`config.mk`:
```
export PLATFORM = sky130hd
export DESIGN_NAME = adcc3_ctrl
export DESIGN_NICKNAME = d
export VERILOG_FILES = /design/src/adcc3_ctrl.v
export VERILOG_INCLUDE_DIRS = /design/src
export SDC_FILE = /design/constraint.sdc
export NUM_CORES = 1
export LEC_CHECK = 0
export ABC_AREA = 1
export BUFFER_PORTS_ARGS = -buffer_cell sky130_fd_sc_hd__buf_2
export CORE_ASPECT_RATIO = 2
export CORE_UTILIZATION = 40
export DETAILED_ROUTE_END_ITERATION = 6
export PLACE_DENSITY = 0.68
export SETUP_SLACK_MARGIN = 0.4
export SYNTH_ARGS = -nofsm -noshare
export SYNTH_HDL_FRONTEND = slang
export SYNTH_SLANG_ARGS = --single-unit
```
`constraint.sdc`:
```
create_clock -name SYS_CLK -period 1.5 [get_ports SYS_CLK]
set_input_delay 0.075 -clock SYS_CLK [delete_from_list [all_inputs] [get_ports SYS_CLK]]
set_output_delay 0.075 -clock SYS_CLK [all_outputs]
set_load 0.02 [all_outputs]
```
`src/adcc3_defines.vh`:
```
`ifndef ADCC3_DEFINES_VH
`define ADCC3_DEFINES_VH

// Register word byte addresses
`define ADCC3_ADDR_CTRL3 8'h00
`define ADCC3_ADDR_CTRL2 8'h04
`define ADCC3_ADDR_STAT 8'h08
`define ADCC3_ADDR_MASK 8'h0C

// Control word three fields
`define ADCC3_SEL_HI 31
`define ADCC3_SEL_LO 30
`define ADCC3_DIV_HI 29
`define ADCC3_DIV_LO 24
`define ADCC3_SHARED_EN 23
`define ADCC3_DED_HI 20
`define ADCC3_DED_LO 16
`define ADCC3_UPD_RDY 10
`define ADCC3_MAN_MANUAL_SAMPLE_HOLD 9
`define ADCC3_CONV_REQ 8
`define ADCC3_GLB_TRIG 6

// Control word two field
`define ADCC3_SAMPLE_TIME_COUNT_HI 25
`define ADCC3_SAMPLE_TIME_COUNT_LO 16

// Clock source select codes
`define ADCC3_SRC_FRC 2'h3
`define ADCC3_SRC_REF3 2'h2
`define ADCC3_SRC_SYS 2'h1
`define ADCC3_SRC_PB3 2'h0

// Status and mask bits
`define ADCC3_EV_CONV 0
`define ADCC3_EV_TRIG 1
`define ADCC3_EV_DONE 2
`define ADCC3_EV_W 3

// Sequencer states
`define ADCC3_ST_IDLE 2'h0
`define ADCC3_ST_SAMPLE 2'h1
`define ADCC3_ST_CONV 2'h2

`define ADCC3_WORD_ZERO 32'h0000_0000

`endif

```
`src/adcc3_ctrl.v`:
```
// Added by the designer: the Wishbone interface to the registers and the register offsets.
`include "adcc3_defines.vh"

module adcc3_ctrl #(
	parameter DED_N = 5,
	parameter SAMPLE_TIME_COUNT_W = 10,
	parameter DIV_W = 6
) (
	input wire SYS_CLK,
	input wire RST_N,
	input wire WB_CYC_I,
	input wire WB_STB_I,
	input wire WB_WE_I,
	input wire [7:0] WB_ADR_I,
	input wire [3:0] WB_SEL_I,
	input wire [31:0] WB_DAT_I,
	output wire [31:0] WB_DAT_O,
	output wire WB_ACK_O,
	input wire SRC_FRC_TICK,
	input wire SRC_REF3_TICK,
	input wire SRC_SYS_TICK,
	input wire SRC_PB3_TICK,
	input wire HW_TRIGGER,
	input wire CONV_DONE,
	output reg [1:0] CLK_SRC_SEL,
	output reg CTRL_CLK_TICK,
	output reg SHARED_DIG_EN,
	output reg [DED_N-1:0] DED_DIG_EN,
	output reg SAMPLE_CLASS23,
	output reg SAMPLE_CLASS1,
	output reg CONV_START,
	output reg GLOBAL_TRIG_OUT,
	output wire IRQ
);

	reg ack_q;
	reg [31:0] rdat_q;
	reg [1:0] src_sel_q;
	reg [DIV_W-1:0] div_q;
	reg shared_en_q;
	reg [DED_N-1:0] ded_en_q;
	reg man_manual_sample_hold_q;
	reg conv_req_q;
	reg glb_trig_q;
	reg upd_rdy_q;
	reg [SAMPLE_TIME_COUNT_W-1:0] sample_time_count_q;
	reg [`ADCC3_EV_W-1:0] stat_q;
	reg [`ADCC3_EV_W-1:0] mask_q;
	reg [DIV_W-1:0] div_cnt_q;
	reg [SAMPLE_TIME_COUNT_W:0] manual_sample_hold_cnt_q;
	reg [1:0] state_q;
	reg [1:0] state_d;
	reg man_used_q;
	reg src_tick;
	reg [31:0] ctrl3_view;
	reg [31:0] rd_mux;
	wire req_take;
	wire wr_stb;
	wire rd_stb;
	wire [31:0] wmask;
	wire [31:0] ctrl3_w;
	wire [31:0] ctrl2_w;
	wire start_conv;
	wire [`ADCC3_EV_W-1:0] ev;
	wire [31:0] ctrl2_view;
	wire wr_ctrl3;
	wire rd_stat;

	// Sequencer state codes
	localparam [1:0] ST_IDLE = `ADCC3_ST_IDLE;
	localparam [1:0] ST_SAMPLE = `ADCC3_ST_SAMPLE;
	localparam [1:0] ST_CONV = `ADCC3_ST_CONV;

	// One wait state: ack one cycle after the request, dropped next cycle
	assign req_take = WB_CYC_I & WB_STB_I & ~ack_q;
	assign wr_stb = req_take & WB_WE_I;
	assign rd_stb = req_take & ~WB_WE_I;
	assign WB_ACK_O = ack_q;
	assign WB_DAT_O = rdat_q;
	assign IRQ = |(stat_q & mask_q);

	assign wmask = {{8{WB_SEL_I[3]}}, {8{WB_SEL_I[2]}}, {8{WB_SEL_I[1]}}, {8{WB_SEL_I[0]}}};
	assign ctrl3_w = (ctrl3_view & ~wmask) | (WB_DAT_I & wmask);
	assign ctrl2_view = {{(32-SAMPLE_TIME_COUNT_W-`ADCC3_SAMPLE_TIME_COUNT_LO){1'b0}}, sample_time_count_q, {`ADCC3_SAMPLE_TIME_COUNT_LO{1'b0}}};
	assign ctrl2_w = (ctrl2_view & ~wmask) | (WB_DAT_I & wmask);
	assign wr_ctrl3 = wr_stb && (WB_ADR_I == `ADCC3_ADDR_CTRL3);
	assign rd_stat = rd_stb && (WB_ADR_I == `ADCC3_ADDR_STAT);

	always @* begin
		// Unimplemented bits, 22 and 21 among them, read zero
		ctrl3_view = `ADCC3_WORD_ZERO;
		ctrl3_view[`ADCC3_SEL_HI:`ADCC3_SEL_LO] = src_sel_q;
		ctrl3_view[`ADCC3_DIV_HI:`ADCC3_DIV_LO] = div_q;
		ctrl3_view[`ADCC3_SHARED_EN] = shared_en_q;
		ctrl3_view[`ADCC3_DED_HI:`ADCC3_DED_LO] = ded_en_q;
		ctrl3_view[`ADCC3_UPD_RDY] = upd_rdy_q;
		ctrl3_view[`ADCC3_MAN_MANUAL_SAMPLE_HOLD] = man_manual_sample_hold_q;
		ctrl3_view[`ADCC3_CONV_REQ] = conv_req_q;
		ctrl3_view[`ADCC3_GLB_TRIG] = glb_trig_q;
	end

	always @* begin
		case (WB_ADR_I)
			`ADCC3_ADDR_CTRL3: rd_mux = ctrl3_view;
			`ADCC3_ADDR_CTRL2: rd_mux = ctrl2_view;
			`ADCC3_ADDR_STAT: rd_mux = {{(32-`ADCC3_EV_W){1'b0}}, stat_q};
			`ADCC3_ADDR_MASK: rd_mux = {{(32-`ADCC3_EV_W){1'b0}}, mask_q};
			default: rd_mux = `ADCC3_WORD_ZERO;
		endcase
	end

	always @(posedge SYS_CLK) begin
		if (!RST_N) begin
			ack_q <= 1'b0;
			rdat_q <= `ADCC3_WORD_ZERO;
		end else begin
			ack_q <= req_take;
			// Read data captured at the taking edge, held until the next read
			if (rd_stb)
				rdat_q <= rd_mux;
		end
	end

	// Software-owned configuration
	always @(posedge SYS_CLK) begin
		if (!RST_N) begin
			src_sel_q <= `ADCC3_SRC_PB3;
			div_q <= {DIV_W{1'b0}};
			shared_en_q <= 1'b0;
			ded_en_q <= {DED_N{1'b0}};
			man_manual_sample_hold_q <= 1'b0;
			sample_time_count_q <= {SAMPLE_TIME_COUNT_W{1'b0}};
			mask_q <= {`ADCC3_EV_W{1'b0}};
		end else if (wr_stb) begin
			case (WB_ADR_I)
				`ADCC3_ADDR_CTRL3: begin
					src_sel_q <= ctrl3_w[`ADCC3_SEL_HI:`ADCC3_SEL_LO];
					div_q <= ctrl3_w[`ADCC3_DIV_HI:`ADCC3_DIV_LO];
					shared_en_q <= ctrl3_w[`ADCC3_SHARED_EN];
					ded_en_q <= ctrl3_w[`ADCC3_DED_HI:`ADCC3_DED_LO];
					man_manual_sample_hold_q <= ctrl3_w[`ADCC3_MAN_MANUAL_SAMPLE_HOLD];
				end
				`ADCC3_ADDR_CTRL2: sample_time_count_q <= ctrl2_w[`ADCC3_SAMPLE_TIME_COUNT_HI:`ADCC3_SAMPLE_TIME_COUNT_LO];
				`ADCC3_ADDR_MASK: begin
					// Mask bits sit in byte 0 only
					if (WB_SEL_I[0])
						mask_q <= WB_DAT_I[`ADCC3_EV_W-1:0];
				end
				default: ;
			endcase
		end
	end

	always @* begin
		case (src_sel_q)
			`ADCC3_SRC_FRC: src_tick = SRC_FRC_TICK;
			`ADCC3_SRC_REF3: src_tick = SRC_REF3_TICK;
			`ADCC3_SRC_SYS: src_tick = SRC_SYS_TICK;
			default: src_tick = SRC_PB3_TICK;
		endcase
	end

	// Divider restarts its count on the (div+1)th source tick
	// Lowering the field mid-count ends the period at once instead of wrapping
	always @(posedge SYS_CLK) begin
		if (!RST_N) begin
			div_cnt_q <= {DIV_W{1'b0}};
			CTRL_CLK_TICK <= 1'b0;
		end else begin
			CTRL_CLK_TICK <= 1'b0;
			if (src_tick) begin
				if (div_cnt_q >= div_q) begin
					div_cnt_q <= {DIV_W{1'b0}};
					CTRL_CLK_TICK <= 1'b1;
				end else
					div_cnt_q <= div_cnt_q + 1'b1;
			end
		end
	end

	// Pending request held off while manual sampling is on
	assign start_conv = conv_req_q & ~man_manual_sample_hold_q & (state_q == ST_IDLE);

	// Sequencer: idle, timed or manual sample phase, one-cycle convert
	always @* begin
		state_d = state_q;
		case (state_q)
			ST_IDLE: begin
				if (start_conv)
					state_d = man_used_q ? ST_CONV : ST_SAMPLE;
				else if (HW_TRIGGER & ~man_manual_sample_hold_q)
					state_d = ST_SAMPLE;
			end
			ST_SAMPLE: begin
				// Manual bit holds the phase open; once used, the count no longer applies
				if (man_manual_sample_hold_q)
					state_d = ST_SAMPLE;
				else if (man_used_q)
					state_d = ST_CONV;
				else if (CTRL_CLK_TICK && manual_sample_hold_cnt_q[SAMPLE_TIME_COUNT_W-1:0] == sample_time_count_q)
					state_d = ST_CONV;
			end
			ST_CONV: state_d = ST_IDLE;
			default: state_d = ST_IDLE;
		endcase
	end

	always @(posedge SYS_CLK) begin
		if (!RST_N) begin
			state_q <= ST_IDLE;
			manual_sample_hold_cnt_q <= {(SAMPLE_TIME_COUNT_W+1){1'b0}};
			man_used_q <= 1'b0;
			CONV_START <= 1'b0;
		end else begin
			state_q <= state_d;
			CONV_START <= (state_q == ST_CONV);
			if (state_q != ST_SAMPLE)
				manual_sample_hold_cnt_q <= {(SAMPLE_TIME_COUNT_W+1){1'b0}};
			else if (CTRL_CLK_TICK)
				manual_sample_hold_cnt_q <= manual_sample_hold_cnt_q + 1'b1;
			// Remember manual use until the conversion it stands in for
			if (man_manual_sample_hold_q)
				man_used_q <= 1'b1;
			else if (state_q == ST_CONV)
				man_used_q <= 1'b0;
		end
	end

	// Hardware-cleared request, trigger and update flags; write-set wins, and for the update flag done-set wins
	always @(posedge SYS_CLK) begin
		if (!RST_N) begin
			conv_req_q <= 1'b0;
			glb_trig_q <= 1'b0;
			upd_rdy_q <= 1'b0;
			GLOBAL_TRIG_OUT <= 1'b0;
		end else begin
			GLOBAL_TRIG_OUT <= glb_trig_q;
			if (wr_ctrl3 && ctrl3_w[`ADCC3_CONV_REQ])
				conv_req_q <= 1'b1;
			else if (start_conv)
				conv_req_q <= 1'b0;
			// Trigger lives one cycle: cleared the cycle after it is set
			if (wr_ctrl3 && ctrl3_w[`ADCC3_GLB_TRIG])
				glb_trig_q <= 1'b1;
			else if (glb_trig_q)
				glb_trig_q <= 1'b0;
			// Done beats the clear of a conversion starting in the same cycle
			if (CONV_DONE)
				upd_rdy_q <= 1'b1;
			else if (state_q == ST_CONV)
				upd_rdy_q <= 1'b0;
		end
	end

	assign ev[`ADCC3_EV_CONV] = (state_q == ST_CONV);
	assign ev[`ADCC3_EV_TRIG] = glb_trig_q;
	assign ev[`ADCC3_EV_DONE] = CONV_DONE;

	genvar gi;
	generate
		for (gi = 0; gi < `ADCC3_EV_W; gi = gi + 1) begin : g_stat
			// Event wins over the read clear so no event is lost
			always @(posedge SYS_CLK) begin
				if (!RST_N)
					stat_q[gi] <= 1'b0;
				else if (ev[gi])
					stat_q[gi] <= 1'b1;
				else if (rd_stat)
					stat_q[gi] <= 1'b0;
			end
		end
	endgenerate

	// Registered copies keep the analog-facing controls glitch free
	always @(posedge SYS_CLK) begin
		if (!RST_N) begin
			CLK_SRC_SEL <= `ADCC3_SRC_PB3;
			SHARED_DIG_EN <= 1'b0;
			DED_DIG_EN <= {DED_N{1'b0}};
			SAMPLE_CLASS23 <= 1'b0;
			SAMPLE_CLASS1 <= 1'b0;
		end else begin
			CLK_SRC_SEL <= src_sel_q;
			SHARED_DIG_EN <= shared_en_q;
			DED_DIG_EN <= ded_en_q;
			SAMPLE_CLASS23 <= man_manual_sample_hold_q | (state_d == ST_SAMPLE);
			SAMPLE_CLASS1 <= (state_d == ST_SAMPLE);
		end
	end

endmodule

```
==> Word level (Yosys, flattened, before mapping) <==
Index checks and enable logic that the tools add are counted.
{ "word_totals": {"inputBits": 55, "out_inout_bits": 47, "elab_cells": 100, "ff_bits": 100} }
{ "op_classes": {"magnitude_cmp": 1, "reduce_logical": 19, "n_eq_ne": 11, "bitwise": 19, "mux": 21, "n_addsub": 2} }
{ "ops": {"columns": ["operator", "n"], "rows": [
  ["one-hot mux 32 bit (4 select lines)", 1],
  ["bitwise AND 32 bit", 2],
  ["NOT 32 bit", 1],
  ["OR 32 bit", 1],
  ["bitwise AND 26 bit", 1],
  ["OR 26 bit", 1],
  ["equality test 8 x 4 -> 1 bit, second input constant", 2],
  ["2-to-1 mux 2 bit", 6],
  ["nonzero test 2 bit", 6],
  ["adder 11 x 1 -> 11 bit, second input constant", 1],
  ["2-to-1 mux 1 bit", 11],
  ["equality test 10 bit", 1],
  ["equality test 8 x 3 -> 1 bit, second input constant", 1],
  ["logical NOT 8 bit", 1],
  ["bitwise AND 1 bit", 7],
  ["adder 6 x 1 -> 6 bit, second input constant", 1],
  ["equality test 2 x 1 -> 1 bit, second input constant", 3],
  ["equality test 2 bit, second input constant", 3],
  ["greater-or-equal comparator 6 bit", 1],
  ["2-to-1 mux 6 bit", 1],
  ["AND reduction 2 bit", 3],
  ["logical AND 1 bit", 5],
  ["NOT 1 bit", 4],
  ["one-hot mux 2 bit (2 select lines)", 1],
  ["8 further kinds", 8]
]} }

==> Depth between registers and ports, before layout <==
{ "logic_depth": {"ltp_word": 8, "ltp_mapped": 11, "ltp_nobuf": 11} }

==> Least setup slack after synthesis <==
Ideal clock, no wire load.
{ "synth_path": {"path_type": "register to register", "startpoint": "register ack_q (netlist: WB_ACK_O)", "endpoint": "register with a tool-made name", "slack_ps": 108, "n_path_buf": 1, "stages_incl_launch_ff": 9, "arrival_time_ps": 1274, "cell_sequence": "dfxtp_1 > nand3b_4 > nor2_4 > nand2_4 > nor2_2 > inv_2 > buf_6 > o21ai_2 > a21oi_1"} }
{ "synth_lines": {"columns": ["item", "line", "rtl"], "rows": [
  ["start, declared", "adcc3_ctrl.v:36", "reg ack_q;"],
  ["start signal, assigned", "adcc3_ctrl.v:117", "ack_q <= req_take;"]
]} }

==> load_flow_metrics.sql <==
INSERT INTO impl_metrics (metric_group, metric, value, unit) VALUES
('outcome', 'status', 'finished clean', ''),
('power_and_ir_drop', 'total_power', '5.095', 'mW'),
('final_layout', 'nets', '758', ''),
('global_routing', 'first_global_vias', '3907', ''),
('floorplan', 'placeableCoreArea', '9699', 'um^2'),
('placed_design', 'gp_congestion', '0.8718', ''),
('drt', 'wl_per_cell', '13.65', 'um'),
('synth', 'synth.yosys.warnings', '0', ''),
('final_layout', 'fill_cells', '841', ''),
('floorplan', 'die_width', '72.74', 'um'),
('synth', 'synth_enable_flop_cells', '0', ''),
('clock_network', 'tritoncts.num_buffers', '9', ''),
('critical_path', 'worst-endpoint-required', '1.71', 'ns'),
('critical_path', 'crit_path_end_kind', 'register', ''),
('clock_network', 'clock_tree_from_tritoncts', 'done', ''),
('critical_path', 'path_class', 'reg2reg', ''),
('synth', 'synthCells', '561', ''),
('sta', 'worstMarginPinSlew', '0.5402', 'ns'),
('drt', 'firstDrtPassIters', '4', ''),
('synth', 'synthDominantCellAreaShare', '45.01', '%'),
('global_routing', 'grt_first_pass_wirelength', '17530', 'um'),
('power_and_ir_drop', 'power.share.sequential', '47.5', '%'),
('floorplan', 'chipHeight', '143.5', 'um'),
('synth', 'synth.cell_area', '4003', 'um^2'),
('floorplan', 'die-area', '10430', 'um^2'),
('power_and_ir_drop', 'p_per_area', '855.7', 'nW/um^2'),
('drt', 'number_of_drc_violations_after_detailed_routing', '0', ''),
('drt', 'drtIter0Drc', '220', ''),
('global_routing', 'global_route.usage.total', '22.02', '%'),
('global_routing', 'grt_antenna_before_repair', '0', ''),
('floorplan', 'std_cell_rows', '51', ''),
('final_layout', 'most-common-layout-cells', '128 x nand2_1, 80 x buf_2, 57 x dfxtp_1', ''),
('placed_design', 'dpl_worst_slack', '0.04377', 'ns'),
('synth', 'synth_top_flop_cell', 'dfxtp_1', ''),
('synth', 'average_footprint_of_a_synthesized_cell', '7.135', 'um^2'),
('critical_path', 'critical_path_peak_fanout', '15', ''),
('sta', 'final.setup.worst_slack', '0.02337', 'ns'),
('sta', 'max_freq', '677.2', 'MHz'),
('drt', 'detailroute.via_count', '4040', ''),
('power_and_ir_drop', 'power_frac_clock', '43.9', '%'),
('power_and_ir_drop', 'power_report.internal_total', '3.877', 'mW'),
('sta', 'maxSlewHeadroom', '63.69', '%'),
('final_layout', 'antenna-diode-count', '0', ''),
('floorplan', 'ioPinCount', '102', ''),
('clock_network', 'clock_latency_reported_for_the_late_side_of_the_worst_skew_pair', '0.34', 'ns'),
('synth', 'synth_top_cells_by_area', 'dfxtp_1 45%, nand2_1 15%, inv_1 6.2%', ''),
('power_and_ir_drop', 'power.switching', '1.218', 'mW'),
('floorplan', 'initial_core_util', '41.27', '%'),
('global_routing', 'pin_count_of_the_biggest_net_entering_global_routing', '43', ''),
('final_layout', 'syn_to_final_growth', '48.77', '%'),
('sta', 'post-route-min-period', '1.477', 'ns'),
('sta', 'rsz_0062_raised_after_global_routing', 'true', ''),
('final_layout', 'mostFrequentLayoutCell', 'nand2_1', ''),
('clock_network', 'cts.reportedPaths.clkPinSlew', '0.07', 'ns'),
('clock_network', 'cts_root_buf', 'clkbuf_16', ''),
('synth', 'yosysTopAreaCell', 'dfxtp_1', ''),
('power_and_ir_drop', 'peakVddDrop', '0.5636', 'mV'),
('drt', 'detail_route.vias_per_cell', '4.856', ''),
('synth', 'synth.ff_latch_count', '90', ''),
('placed_design', 'dp.final_hpwl', '7222', 'um'),
('power_and_ir_drop', 'share_comb_of_total_power', '8.6', '%'),
('clock_network', 'clock-sinks', '90', ''),
('flow_run', 'maxCapViolations', '0', ''),
('final_layout', 'layout-drive-gt1-share', '44.57', '%'),
('sta', 'finalClockSkew', '0.008407', 'ns'),
('global_routing', 'grt_ovf', '0', ''),
('critical_path', 'critical_path.startpoint_type', 'register', ''),
('sta', 'finalMaxSlewViolations', '0', ''),
('drt', 'total_detailed_routing_wirelength', '11350', 'um'),
('power_and_ir_drop', 'power_switching_share', '23.91', '%'),
('synth', 'share_of_synthesized_registers_carrying_an_async_set_or_reset', '0', '%'),
('clock_network', 'cts_max_level', '3', ''),
('sta', 'timing.final.setup_violations', '0', ''),
('placed_design', 'placement.io_buffers', '82', ''),
('sta', 'hold_violations', '0', ''),
('synth', 'yosysSeqAreaShare', '45.01', '%'),
('drt', 'detail-route-antenna-nets', '0', ''),
('sta', 'min_period_over_period', '98.44', '%'),
('power_and_ir_drop', 'leakage_power_summed_over_all_cells', '2.719', 'nW'),
('critical_path', 'critical_path_arrival', '1.68', 'ns'),
('clock_network', 'cts.path.max_buffers', '2', ''),
('synth', 'yosys.cell_types.count', '35', ''),
('min_path', 'holdCritPathClass', 'in2reg', '');
[Yosys cell counts, types with 2 or more instances]
master	number
a21oi_1	45
buf_2	5
buf_4	10
buf_6	2
clkbuf_1	7
dfxtp_1	90
ha_1	8
inv_1	66
inv_2	2
nand2_1	162
nand3_1	36
nand4_1	4
nor2_1	66
nor2_2	3
nor2_4	4
nor3_1	7
o21ai_0	23
o21ai_2	2
xnor2_1	2
xor2_1	2
[per-stage QoR]
| step | std cells | util, % | setup TNS, ns | instance area, um^2 | hold slack [ns] |
|---|---|---|---|---|---|
| after floorplan | 569 | - | 0 | 4078 | 0.2099 |
| after global placement | 767 | 47.02 | 0 | 4561 | 0.2991 |
| after detailed placement | 767 | 47.02 | 0 | 4561 | 0.3075 |
| after CTS | 817 | 57.48 | 0 | 5575 | 0.003669 |
| after global routing | 832 | 61.39 | -0.03842 | 5954 | 0.004106 |
| final | 832 | 61.39 | 0 | 5954 | 0.003122 |
[worst max-delay path: stages (launching register included)]
cell and delay (ns):
dfxtp_2 0.32, nand3b_4 0.18, nor2_4 0.15, nand2_4 0.10, nor2_4 0.14, inv_6 0.08
o21ai_0 0.27, a21oi_1 0.10
[cell type report]
class | count | area, um^2 | area share [%]
Timing Repair Buffer | 139 | 1030 | 17.29
Inverter | 68 | 272.8 | 4.581
Tap cell | 132 | 165.2 | 2.774
Multi-Input combinational cell | 387 | 2333 | 39.19
Clock inverter | 6 | 66.31 | 1.114
Clock buffer | 10 | 229.0 | 3.845
Sequential cell | 90 | 1858 | 31.20
[power groups by stage]
stage | Clock [mW] | Combinational, mW | Sequential, mW
after CTS | 2.26 | 0.397 | 2.42
after floorplan | 0 | 0.172 | 2.49
after detailed placement | 0 | 0.291 | 2.48
after global placement | 0 | 0.286 | 2.48
after global routing | 2.38 | 0.466 | 2.42
final | 2.24 | 0.436 | 2.42
[path summary, 6_finish.rpt]
| path | start | end | slack, ns | depth (start not counted) |
|---|---|---|---|---|
| min | CONV_DONE | stat_q[2] | 0.003 | 3 |
| max reg2reg | WB_ACK_O | register | 0.02 | 7 |
| max | WB_ACK_O | register | 0.02 | 7 |
| min reg2reg | register | DED_DIG_EN[4] | 0.44 | 2 |
[layer usage]
layer / wire (um) / global-route usage, % / vias to the layer above
met1: 4067 / 21.35 / 1867
met3: 376 / 3.647 / 27
met2: 6532 / 42.79 / 111
met4: 377 / 11.35 / 0
met5: 0 / 0 / -
li1: - / - / 2035
[cells by family (layout without fill, tap and decap cells)]
kind of cell	after synthesis	in the layout	share of synthesized area [%]
buffers and inverters	93	223	10.19
and+or+nand+nor	288	289	30.92
other	1	9	0.09369
xor gates and xnor gates	4	4	0.8754
adders and majority gates	8	8	2.501
AOI/OAI and AO/OA	76	76	10.16
DFF	90	90	45.01
muxes	1	1	0.2501
[repair_timing]
item                                    4_1_cts  5_1_grt
gates cloned                                  5        0
endpoints found under the setup margin       75       77
pin swaps                                    44       47
hold buffers                                  9        0
setup buffers                                20       15
hold endpoints to repair                     12        0
resized for setup                           115       91
No activity file was read; power rests on OpenSTA's default activity.
